### src/rtl/arf_defines.vh
// Constants for the converter result format and window detector block.
`ifndef ARF_DEFINES_VH
`define ARF_DEFINES_VH
// ----------------------------------------------------------------------
// Register word indices (byte address is four times the index).
// ----------------------------------------------------------------------
`define ARF_IDX_CTRL      3'h0
`define ARF_IDX_RES_HI    3'h1
`define ARF_IDX_RES_LO    3'h2
`define ARF_IDX_GT_HI     3'h3
`define ARF_IDX_GT_LO     3'h4
`define ARF_IDX_LT_HI     3'h5
`define ARF_IDX_LT_LO     3'h6
`define ARF_IDX_CFG       3'h7
// ----------------------------------------------------------------------
// Control and config register field positions.
// ----------------------------------------------------------------------
`define ARF_CTL_EN        7
`define ARF_CTL_TRK       6
`define ARF_CTL_DONE      5
`define ARF_CTL_BUSY      4
`define ARF_CTL_SRC_HI    3
`define ARF_CTL_SRC_LO    2
`define ARF_CTL_WIN       1
`define ARF_CTL_LJST      0
`define ARF_CFG_DIFF      0
// ----------------------------------------------------------------------
// Reset values.
// ----------------------------------------------------------------------
`define ARF_CTRL_RST      8'h00
`define ARF_LIMIT_RST     8'h00
`define ARF_SRC_SW        2'h0
// ----------------------------------------------------------------------
// Timing: conversion length in mclk cycles.
// ----------------------------------------------------------------------
`define ARF_CONV_CYCLES   8'h10
`endif

### src/rtl/arf_formatter.v
// Result justification and sign extension.
`timescale 1ns/10ps
`include "arf_defines.vh"
module arf_formatter (
  // Raw result and mode
  input  wire [11:0] rawCode,
  input  wire        diffMode,
  input  wire        leftJustify,
  // Formatted word
  output reg  [15:0] dataWord
);
  always @* begin
    if (leftJustify) begin
      dataWord = {rawCode, 4'h0};
    end else if (diffMode) begin
      dataWord = {{4{rawCode[11]}}, rawCode};
    end else begin
      dataWord = {4'h0, rawCode};
    end
  end
endmodule // arf_formatter

### src/rtl/arf_window.v
// Window comparison of a formatted result against two limit words.
`timescale 1ns/10ps
module arf_window (
  // Compared values
  input  wire [15:0] dataWord,
  input  wire [15:0] gtLimit,
  input  wire [15:0] ltLimit,
  input  wire        signedCmp,
  // Result
  output wire        hit
);
  wire [16:0] d;
  wire [16:0] g;
  wire [16:0] l;
  wire        above;
  wire        below;
  // Extend by one bit so signed and unsigned compares share one comparator.
  assign d = {signedCmp & dataWord[15], dataWord} ^ 17'h10000;
  assign g = {signedCmp & gtLimit[15], gtLimit} ^ 17'h10000;
  assign l = {signedCmp & ltLimit[15], ltLimit} ^ 17'h10000;
  assign above = d > g;
  assign below = d < l;
  assign hit = (l > g) ? (above & below) : (above | below);
endmodule // arf_window

### src/rtl/arf_adc_ctrl.v
// Control, result registers and window detector of a 12-bit converter.
// ----------------------------------------------------------------------
// Summary of operation
// - With right justification the result fills the high byte low nibble and the low byte.
// - Right justified, the high byte top nibble is sign copies if differential, else zero.
// - With left justification the result fills the high byte and low byte top nibble.
// - Single-ended codes are unsigned 12-bit, differential codes signed 12-bit.
// - Differential codes are two's complement, for example 0xfc00 or 0xc000 at minus half.
// - Every new result is compared with both limit words with no software action.
// - A result meeting the window condition sets the window flag, usable as an interrupt.
// - The window flag stays readable and set until software clears it.
// - Inside or outside flagging is chosen only by how the two limits relate.
// - With the enable bit low the converter idles and ignores starts.
// ----------------------------------------------------------------------
`timescale 1ns/10ps
`include "arf_defines.vh"
module arf_adc_ctrl (
  // Clock and reset
  input  wire        mclk,
  input  wire        reset,
  input  wire        clkEn,
  // Avalon-MM slave
  input  wire [4:0]  avAddress,
  input  wire        avRead,
  input  wire        avWrite,
  input  wire [31:0] avWriteData,
  input  wire [3:0]  avByteEnable,
  output reg  [31:0] avReadData,
  output wire        avWaitRequest,
  // Converter core
  input  wire [11:0] sarCode,
  input  wire        externalConvertStart,
  input  wire        timerOverflow,
  output wire        converterPowerOn,
  output wire        windowCompareFlag,
  output wire        conversionDoneFlag
);
  // ----------------------------------------------------------------------
  // Registers.
  // ----------------------------------------------------------------------
  localparam ST_IDLE = 1'b0;
  localparam ST_CONV = 1'b1;
  reg        enable_r;
  reg        trackMode_r;
  reg        done_r;
  reg        busy_r;
  reg [1:0]  startSrc_r;
  reg        win_r;
  reg        ljst_r;
  reg        diff_r;
  reg [11:0] code_r;
  reg [7:0]  gtHi_r;
  reg [7:0]  gtLo_r;
  reg [7:0]  ltHi_r;
  reg [7:0]  ltLo_r;
  reg [7:0]  convCnt_r;
  reg        state_r;
  reg        newResult_r;
  reg        ack_r;
  reg [1:0]  extSync_r;
  reg        extPrev_r;
  reg [1:0]  tmrSync_r;
  reg        tmrPrev_r;
  wire [2:0]  regIdx;
  wire        wrCtl;
  wire        swStart;
  wire        extRise;
  wire        tmrRise;
  wire        startReq;
  wire        convEnd;
  wire [15:0] dataWord;
  wire        winHit;
  reg  [7:0]  rdByte;
  assign regIdx = avAddress[4:2];
  assign wrCtl  = avWrite & ack_r & avByteEnable[0] & (regIdx == `ARF_IDX_CTRL);
  assign converterPowerOn   = enable_r;
  assign windowCompareFlag  = win_r;
  assign conversionDoneFlag = done_r;
  // ----------------------------------------------------------------------
  // Bus handshake: one wait cycle, then the access completes.
  // ----------------------------------------------------------------------
  assign avWaitRequest = (avRead | avWrite) & ~ack_r;
  always @(posedge mclk or posedge reset) begin
    if (reset) begin
      ack_r <= 1'b0;
    end else if (clkEn) begin
      ack_r <= (avRead | avWrite) & ~ack_r;
    end
  end
  // ----------------------------------------------------------------------
  // Start sources, external pins synchronised first.
  // ----------------------------------------------------------------------
  always @(posedge mclk or posedge reset) begin
    if (reset) begin
      extSync_r <= 2'h0;
      extPrev_r <= 1'b0;
      tmrSync_r <= 2'h0;
      tmrPrev_r <= 1'b0;
    end else if (clkEn) begin
      extSync_r <= {extSync_r[0], externalConvertStart};
      extPrev_r <= extSync_r[1];
      tmrSync_r <= {tmrSync_r[0], timerOverflow};
      tmrPrev_r <= tmrSync_r[1];
    end
  end
  assign extRise = extSync_r[1] & ~extPrev_r;
  assign tmrRise = tmrSync_r[1] & ~tmrPrev_r;
  assign swStart = wrCtl & avWriteData[`ARF_CTL_BUSY];
  assign startReq = enable_r & (state_r == ST_IDLE) &
                    ((startSrc_r == `ARF_SRC_SW) ? swStart :
                     (startSrc_r == 2'h2) ? extRise : tmrRise);
  assign convEnd = (state_r == ST_CONV) & (convCnt_r == 8'h01);
  // ----------------------------------------------------------------------
  // Conversion sequencer.
  // ----------------------------------------------------------------------
  always @(posedge mclk or posedge reset) begin
    if (reset) begin
      state_r     <= ST_IDLE;
      convCnt_r   <= 8'h00;
      busy_r      <= 1'b0;
      code_r      <= 12'h000;
      newResult_r <= 1'b0;
    end else if (clkEn) begin
      newResult_r <= convEnd;
      case (state_r)
        ST_IDLE: begin
          if (startReq) begin
            state_r   <= ST_CONV;
            busy_r    <= 1'b1;
            convCnt_r <= `ARF_CONV_CYCLES;
          end
        end
        default: begin
          if (!enable_r) begin
            state_r <= ST_IDLE;
            busy_r  <= 1'b0;
          end else if (convEnd) begin
            state_r <= ST_IDLE;
            busy_r  <= 1'b0;
            code_r  <= sarCode;
          end else begin
            convCnt_r <= convCnt_r - 8'h01;
          end
        end
      endcase
    end
  end
  // ----------------------------------------------------------------------
  // Formatting and window detection.
  // ----------------------------------------------------------------------
  arf_formatter uFormat (
    .rawCode     (code_r),
    .diffMode    (diff_r),
    .leftJustify (ljst_r),
    .dataWord    (dataWord)
  );
  arf_window uWindow (
    .dataWord  (dataWord),
    .gtLimit   ({gtHi_r, gtLo_r}),
    .ltLimit   ({ltHi_r, ltLo_r}),
    .signedCmp (diff_r),
    .hit       (winHit)
  );
  // ----------------------------------------------------------------------
  // Software registers; hardware set wins over software clear.
  // ----------------------------------------------------------------------
  always @(posedge mclk or posedge reset) begin
    if (reset) begin
      enable_r    <= 1'b0;
      trackMode_r <= 1'b0;
      done_r      <= 1'b0;
      startSrc_r  <= `ARF_SRC_SW;
      win_r       <= 1'b0;
      ljst_r      <= 1'b0;
      diff_r      <= 1'b0;
      gtHi_r      <= `ARF_LIMIT_RST;
      gtLo_r      <= `ARF_LIMIT_RST;
      ltHi_r      <= `ARF_LIMIT_RST;
      ltLo_r      <= `ARF_LIMIT_RST;
    end else if (clkEn) begin
      if (wrCtl) begin
        enable_r    <= avWriteData[`ARF_CTL_EN];
        trackMode_r <= avWriteData[`ARF_CTL_TRK];
        startSrc_r  <= avWriteData[`ARF_CTL_SRC_HI:`ARF_CTL_SRC_LO];
        ljst_r      <= avWriteData[`ARF_CTL_LJST];
      end
      if (convEnd) begin
        done_r <= 1'b1;
      end else if (wrCtl) begin
        done_r <= avWriteData[`ARF_CTL_DONE];
      end
      if (newResult_r & winHit) begin
        win_r <= 1'b1;
      end else if (wrCtl) begin
        win_r <= avWriteData[`ARF_CTL_WIN];
      end
      if (avWrite & ack_r & avByteEnable[0]) begin
        if (regIdx == `ARF_IDX_GT_HI) begin
          gtHi_r <= avWriteData[7:0];
        end else if (regIdx == `ARF_IDX_GT_LO) begin
          gtLo_r <= avWriteData[7:0];
        end else if (regIdx == `ARF_IDX_LT_HI) begin
          ltHi_r <= avWriteData[7:0];
        end else if (regIdx == `ARF_IDX_LT_LO) begin
          ltLo_r <= avWriteData[7:0];
        end else if (regIdx == `ARF_IDX_CFG) begin
          diff_r <= avWriteData[`ARF_CFG_DIFF];
        end
      end
    end
  end
  // ----------------------------------------------------------------------
  // Read data.
  // ----------------------------------------------------------------------
  always @* begin
    if (regIdx == `ARF_IDX_CTRL) begin
      rdByte = {enable_r, trackMode_r, done_r, busy_r, startSrc_r, win_r, ljst_r};
    end else if (regIdx == `ARF_IDX_RES_HI) begin
      rdByte = dataWord[15:8];
    end else if (regIdx == `ARF_IDX_RES_LO) begin
      rdByte = dataWord[7:0];
    end else if (regIdx == `ARF_IDX_GT_HI) begin
      rdByte = gtHi_r;
    end else if (regIdx == `ARF_IDX_GT_LO) begin
      rdByte = gtLo_r;
    end else if (regIdx == `ARF_IDX_LT_HI) begin
      rdByte = ltHi_r;
    end else if (regIdx == `ARF_IDX_LT_LO) begin
      rdByte = ltLo_r;
    end else begin
      rdByte = {7'h00, diff_r};
    end
  end
  always @(posedge mclk or posedge reset) begin
    if (reset) begin
      avReadData <= 32'h00000000;
    end else if (clkEn) begin
      if (avRead & ~ack_r) begin
        avReadData <= {24'h000000, rdByte};
      end
    end
  end
endmodule // arf_adc_ctrl

### config.mk
export PLATFORM = sky130hd
export DESIGN_NAME = arf_adc_ctrl
export DESIGN_NICKNAME = d
export VERILOG_FILES = /design/src/rtl/arf_formatter.v /design/src/rtl/arf_window.v /design/src/rtl/arf_adc_ctrl.v
export VERILOG_INCLUDE_DIRS = /design/src /design/src/rtl
export SDC_FILE = /design/constraint.sdc
export NUM_CORES = 1
export LEC_CHECK = 0
export ABC_AREA = 1
export BUFFER_PORTS_ARGS = -buffer_cell sky130_fd_sc_hd__buf_2
export CAP_MARGIN = 20
export CELL_PAD_IN_SITES_DETAIL_PLACEMENT = 1
export CELL_PAD_IN_SITES_GLOBAL_PLACEMENT = 1
export CORE_UTILIZATION = 35
export CTS_CLUSTER_SIZE = 24
export DETAILED_ROUTE_END_ITERATION = 6
export GPL_TIMING_DRIVEN = 0
export PLACE_DENSITY_LB_ADDON = 0.1
export SYNTH_ARGS = -nofsm -noshare
export SYNTH_HDL_FRONTEND = slang
export SYNTH_SLANG_ARGS = --single-unit
### constraint.sdc
create_clock -name mclk -period 6.3 [get_ports mclk]
set_input_delay 0.63 -clock mclk [delete_from_list [all_inputs] [get_ports mclk]]
set_output_delay 0.63 -clock mclk [all_outputs]
set_load 0.02 [all_outputs]
**Yosys cells after proc, flatten, opt, wreduce, memory -nomap -nowiden**

Index checks and enable logic that the tools add are counted.
W data, S select, Z words.

- Logic and storage cells: 112
- Input bits: 60
- Register bits after elaboration: 78
- Output and inout bits: 36

- Bitwise gates (word level): 29
- Multiplexer cells: 28
- Equality and inequality tests: 12
- Add/sub/neg operators: 1
- Reduce and logical (&&, ||, !) cells: 17
- $lt $le $gt $ge: 3

Operators by type and width:

| cell | count |
|---|---|
| $mux W8 | 11 |
| $gt A17 B17 Y1 | 2 |
| $mux W16 | 2 |
| $lt A17 B17 Y1 | 1 |
| $and A1 B1 Y1 | 16 |
| $mux W1 | 15 |
| $eq A3 B3 Y1 const B | 4 |
| $reduce_and A4 Y1 | 3 |
| $not A1 Y1 | 11 |
| $eq A8 B1 Y1 const B | 1 |
| $reduce_and A2 Y1 | 4 |
| $sub A8 B1 Y8 const B | 1 |
| $reduce_and A7 Y1 | 1 |
| $eq A3 B2 Y1 const B | 2 |
| $reduce_and A3 Y1 | 2 |
| $reduce_and A6 Y1 | 1 |
| $reduce_bool A2 Y1 | 3 |
| $reduce_and A5 Y1 | 1 |
| $ne A2 B2 Y1 const B | 2 |
| $eq A3 B1 Y1 const B | 1 |
| $logic_not A3 Y1 | 1 |
| $ne A3 B2 Y1 const B | 1 |
| $eq A2 B2 Y1 const B | 1 |
| $logic_not A2 Y1 | 1 |
| $or A1 B1 Y1 | 2 |

**Depth between registers and ports, before layout**

- Word-level depth: 10
- Gate-level depth with buffers: 18
- Gate-level depth less buffers: 16

**Modules after synthesis**

Synthesis repeated with hierarchy kept, for this count alone.

- Cell total of the unflattened synthesis: 724
- Area total of the unflattened synthesis: 5,484.0 sq um

Modules (own cells, without submodules):

| module | times used | cells an instance | sequential area each (sq um) | area an instance (sq um) |
|---|---|---|---|---|
| arf_adc_ctrl | 1 | 456 | 1,951.9 | 3,905.0 |
| arf_window | 1 | 224 | 0.0 | 1,391.3 |
| arf_formatter | 1 | 44 | 0.0 | 187.7 |

**Least setup slack after synthesis**

No wires, ideal clock.

- Path type: register -> register
- From: reg ljst_r
- To: reg win_r, in the netlist windowCompareFlag
- Library setup time: 123 ps
- Required time: 6,177 ps
- Buffers on the path: 2
- Setup slack: 4,110 ps
- Clock period less this slack: 2,190 ps
- Stages on the path, launching flop included: 16
- Arrival: 2,067 ps
- Cell sequence: dfrtp_1 buf_2 inv_2 buf_2 nand2_1 o21ai_0 inv_1 ha_1 nand4_1 nor3_1 nor3b_1 nand4_1 nand2_1 nand2_1 nand2_1 a21oi_1

- Cells in the longest elaborated chain, start to end: 9
- Elaborated cells on any way between the ends: 12
- Those cells by class: order compare (2); mux (3); bitwise (5); reduce/logical (2)

Ends and longest elaborated chain:

| item | RTL line | RTL |
|---|---|---|
| from (decl) | arf_adc_ctrl.v:49 | `reg ljst_r;` |
| from (signal assigned) | arf_adc_ctrl.v:185 | `` ljst_r <= avWriteData[`ARF_CTL_LJST]; `` |
| $mux W16 * | arf_formatter.v:13 | `if (leftJustify) begin` |
| $and A1 B1 Y1 | arf_window.v:18 | `assign d = {signedCmp & dataWord[15], dataWord} ^ 17'h10000;` |
| $not A1 Y1 (no source line) | - |  |
| $gt A17 B17 Y1 or $lt A17 B17 Y1 (tied branches) | arf_window.v:21, arf_window.v:22 |  |
| $or A1 B1 Y1 or $and A1 B1 Y1 (tied branches) | arf_window.v:23 | `assign hit = (l > g) ? (above & below) : (above \| below);` |
| $mux W1 * | arf_window.v:23 |  |
| $and A1 B1 Y1 * | arf_adc_ctrl.v:192 | `if (newResult_r & winHit) begin` |
| $reduce_bool A2 Y1 (no source line) | - |  |
| $reduce_and A2 Y1 (no source line) | - |  |
| to (signal assigned) | arf_adc_ctrl.v:195 | `` win_r <= avWriteData[`ARF_CTL_WIN]; `` |
| to (decl) | arf_adc_ctrl.v:48 | `reg win_r;` |

Every way passes the cells marked *; elsewhere a longest branch is shown, timed or not.
A chain may end at the register's enable or synchronous reset.

**Final worst setup path**

Ends and elaborated chain as after synthesis.

==> impl_results.md <==
* Commonest non-fill, non-tap cell in the layout: nand2_1
* Drt pass-1 iters at 6
* Core Footprint at 14,700 µm²
* Worst vdd ir at about 0.00014 V
* RR Endpoint: windowCompareFlag
* Avg WL per Cell at 17.6 µm
* Final worst path period share at 45.5%
* Min-delay worst type: input pin to asynchronous set/reset pin
* Pwr Total at 1.58 mW
* Clock insertion delay at the later pin of the skew report at 340 ps
* Fin crit period at 2870 ps
* Vias at roughly 4,700
* DRC at 3
* Longest Clk Path Bufs at 2
* Outcome: complete, but fails checks
* R2R cell count at 15
* Setup Buffers After CTS at 0
* CTS tree: built
* Most frequent cells in the layout: nand2_1 (178), inv_1 (97), dfrtp_1 (78)
* Rows at 44
* Routed Antenna Nets at 0
* Die height at 126 µm
* PD cells at 255 nW/µm²
* HPWL after detailed placement at 13.7 mm
* Nets at roughly 870
* CP max FO at 10
* GP Congestion at 0.891
* Critical path required time at around 6500 ps
* Initial antenna violation count at 0
* Endpoints failing setup at 0
* YS warnings at 0
* Setup TNS at 0 ps
* Worst-margin pin slew at around 730 ps
* Hold_buf cts at 0
* Vias in the first global route at 5,060
* TritonCTS Buffers at 9
* Async set-reset flop share out of synthesis at 100%
* Commonest register cell after synthesis: dfrtp_1
* Synth Instances at 682
* Post-CTS Resized at 0
* RSZ-0062 raised after global routing: false
* Initial cell density of the core at 36.3%
* Max-Slew Margin vs Limit at around 51%
* Largest net degree at the start of global routing at 41
* Kind of critical path: flop to flop
* RR Startpoint: ljst_r
* Fin. Hold Viols at 0
* Max_cap viols at 0
* Post-synth EDFFs at 0
* Hold slack at 328 ps
* Total routed wirelength at 16.7 mm
* Global Route Usage Sum at 22.7%
* P_leak at 3.29 nW
* DR iter-0 viols at 193
* Antenna cells at 0
* Failing checks: design-rule violations
* First-pass GRT wire length at 27.1 mm
* Max-slew violations at 0
* Layout cells sized above 1 at 16.0%
* Die area at 15,800 µm²
* # IOs at 96
* Critical Path Start Type: flop
* Area added between synthesis and finish at 15.6%
* Synth Area per Inst at 7.83 µm²
* Mapped Area at 5340 µm²
* Post-synthesis sequential area ratio at a little over a third
* Synthesis-stage register bit count at 78
* Critical Path End Type: flop
* Reg clk slew, reported paths at 60 ps
* CTS root buf: clkbuf_16
* H-tree level count at 3
* Achievable Freq at 349 MHz
* FF-to-FF setup slack at about 3400 ps
* Clock skew at 4.54 ps
* CP Data Arrival Time at 3090 ps
* Vias per inst at 5.00
* Post-synth cell types at 47
* Port buffer count at 41
* Clk sinks at 78
* Gr ovfl total at 0
* Horiz. Die Dim at about 130 µm
[registers in the layout (all words and copies together) (netlist names), 2 cells and up]
register / count
ltLo_r: 8
code_r: 12
gtLo_r: 8
tmrSync_r: 2
startSrc_r: 2
gtHi_r: 8
ltHi_r: 8
convCnt_r: 8
avReadData: 8
extSync_r: 2
[critical path, cell delays in order (launching register included)]
cell and delay, ps:
dfrtp_1 360, buf_2 170, inv_2 100, buf_2 210, nand2_1 110, o21ai_0 120, inv_1 110, ha_1 310
nand4_1 150, nor3_1 370, nor3b_1 250, nand4_1 110, nand2_1 100, nand2_1 60, nand2_1 130, a21oi_1 80
[cell usage after synthesis (4+ instances only)]
cell      instances  share of area, %
a21oi_1          34               3.2
buf_2             4              0.37
buf_4            25               3.5
clkbuf_1          8              0.56
dfrtp_1          78                37
ha_1             48                11
inv_1            98               6.9
inv_2             5              0.35
mux2_4           10               2.8
nand2_1         178                13
nand3_1          17               1.6
nand4_1           8              0.94
nor2_1           26               1.8
nor3_1            7              0.66
o21ai_0          69               6.5
o221ai_1          5              0.82
o22ai_1           9               1.1
xor2_1            5              0.82
[routing by layer]
metal | wire (µm) | part of all wire (%) | vias up | global-route usage [%]
met5 | 0 | 0 | - | 0
met4 | 299 | 1.8 | 0 | 6.74
met3 | 580 | 3.5 | 17 | 3.34
met2 | 8230 | 49 | 79 | 39.9
met1 | 7570 | 45 | 2293 | 28.7
li1 | - | - | 2337 | -
[power by group]
group / total, mW / internal [mW] / switching, mW
Combinational: 0.458 / 0.162 / 0.297
Clock: 0.506 / 0.298 / 0.208
Sequential: 0.611 / 0.557 / 0.0542
Total: 1.58 / 1.02 / 0.559
[logic make-up after synthesis]
kind of cell	count (synthesis)	synth area share, %
AO/OA/AOI/OAI	137	14.6
AND/OR/NAND/NOR	257	21.0
XOR/XNOR	6	0.984
adder cells (fa/ha/maj)	48	11.2
buffers and inverters	142	12.1
flip-flops	78	36.6
other	1	0.0702
multiplexers	13	3.42
[worst max path at each step]
stage                       from           endpoint  cells past startpoint
after floorplan            reset              ack_r                      1
after global placement     reset          code_r[2]                      2
after detailed placement  ljst_r  windowCompareFlag                     15
after CTS                 ljst_r  windowCompareFlag                     15
after global routing      ljst_r  windowCompareFlag                     15
final                     ljst_r  windowCompareFlag                     15
[stage by stage]
step           setup WS [ps]  utilization [%]  instance area, µm²  cells
6_report                3430             42.0                6170    946
5_1_grt                 3060             42.0                6170    946
2_1_floorplan           3670                -                5430    705
4_1_cts                 3420             42.0                6170    946
3_5_place_dp            3450             40.0                5880    931
3_3_place_gp            2690             39.9                5860    930
[area by class of cell]
| type | count | area (µm²) |
|---|---|---|
| Inverter | 103 | 389 |
| Sequential cell | 78 | 1950 |
| Clock buffer | 13 | 270 |
| Fill cell | 1848 | 8530 |
| Timing Repair Buffer | 42 | 225 |
| Buffer | 39 | 260 |
| Multi-Input combinational cell | 485 | 2830 |
| Clock inverter | 2 | 16.3 |
| Tap cell | 184 | 230 |
No activity file was read; power rests on OpenSTA's default activity.
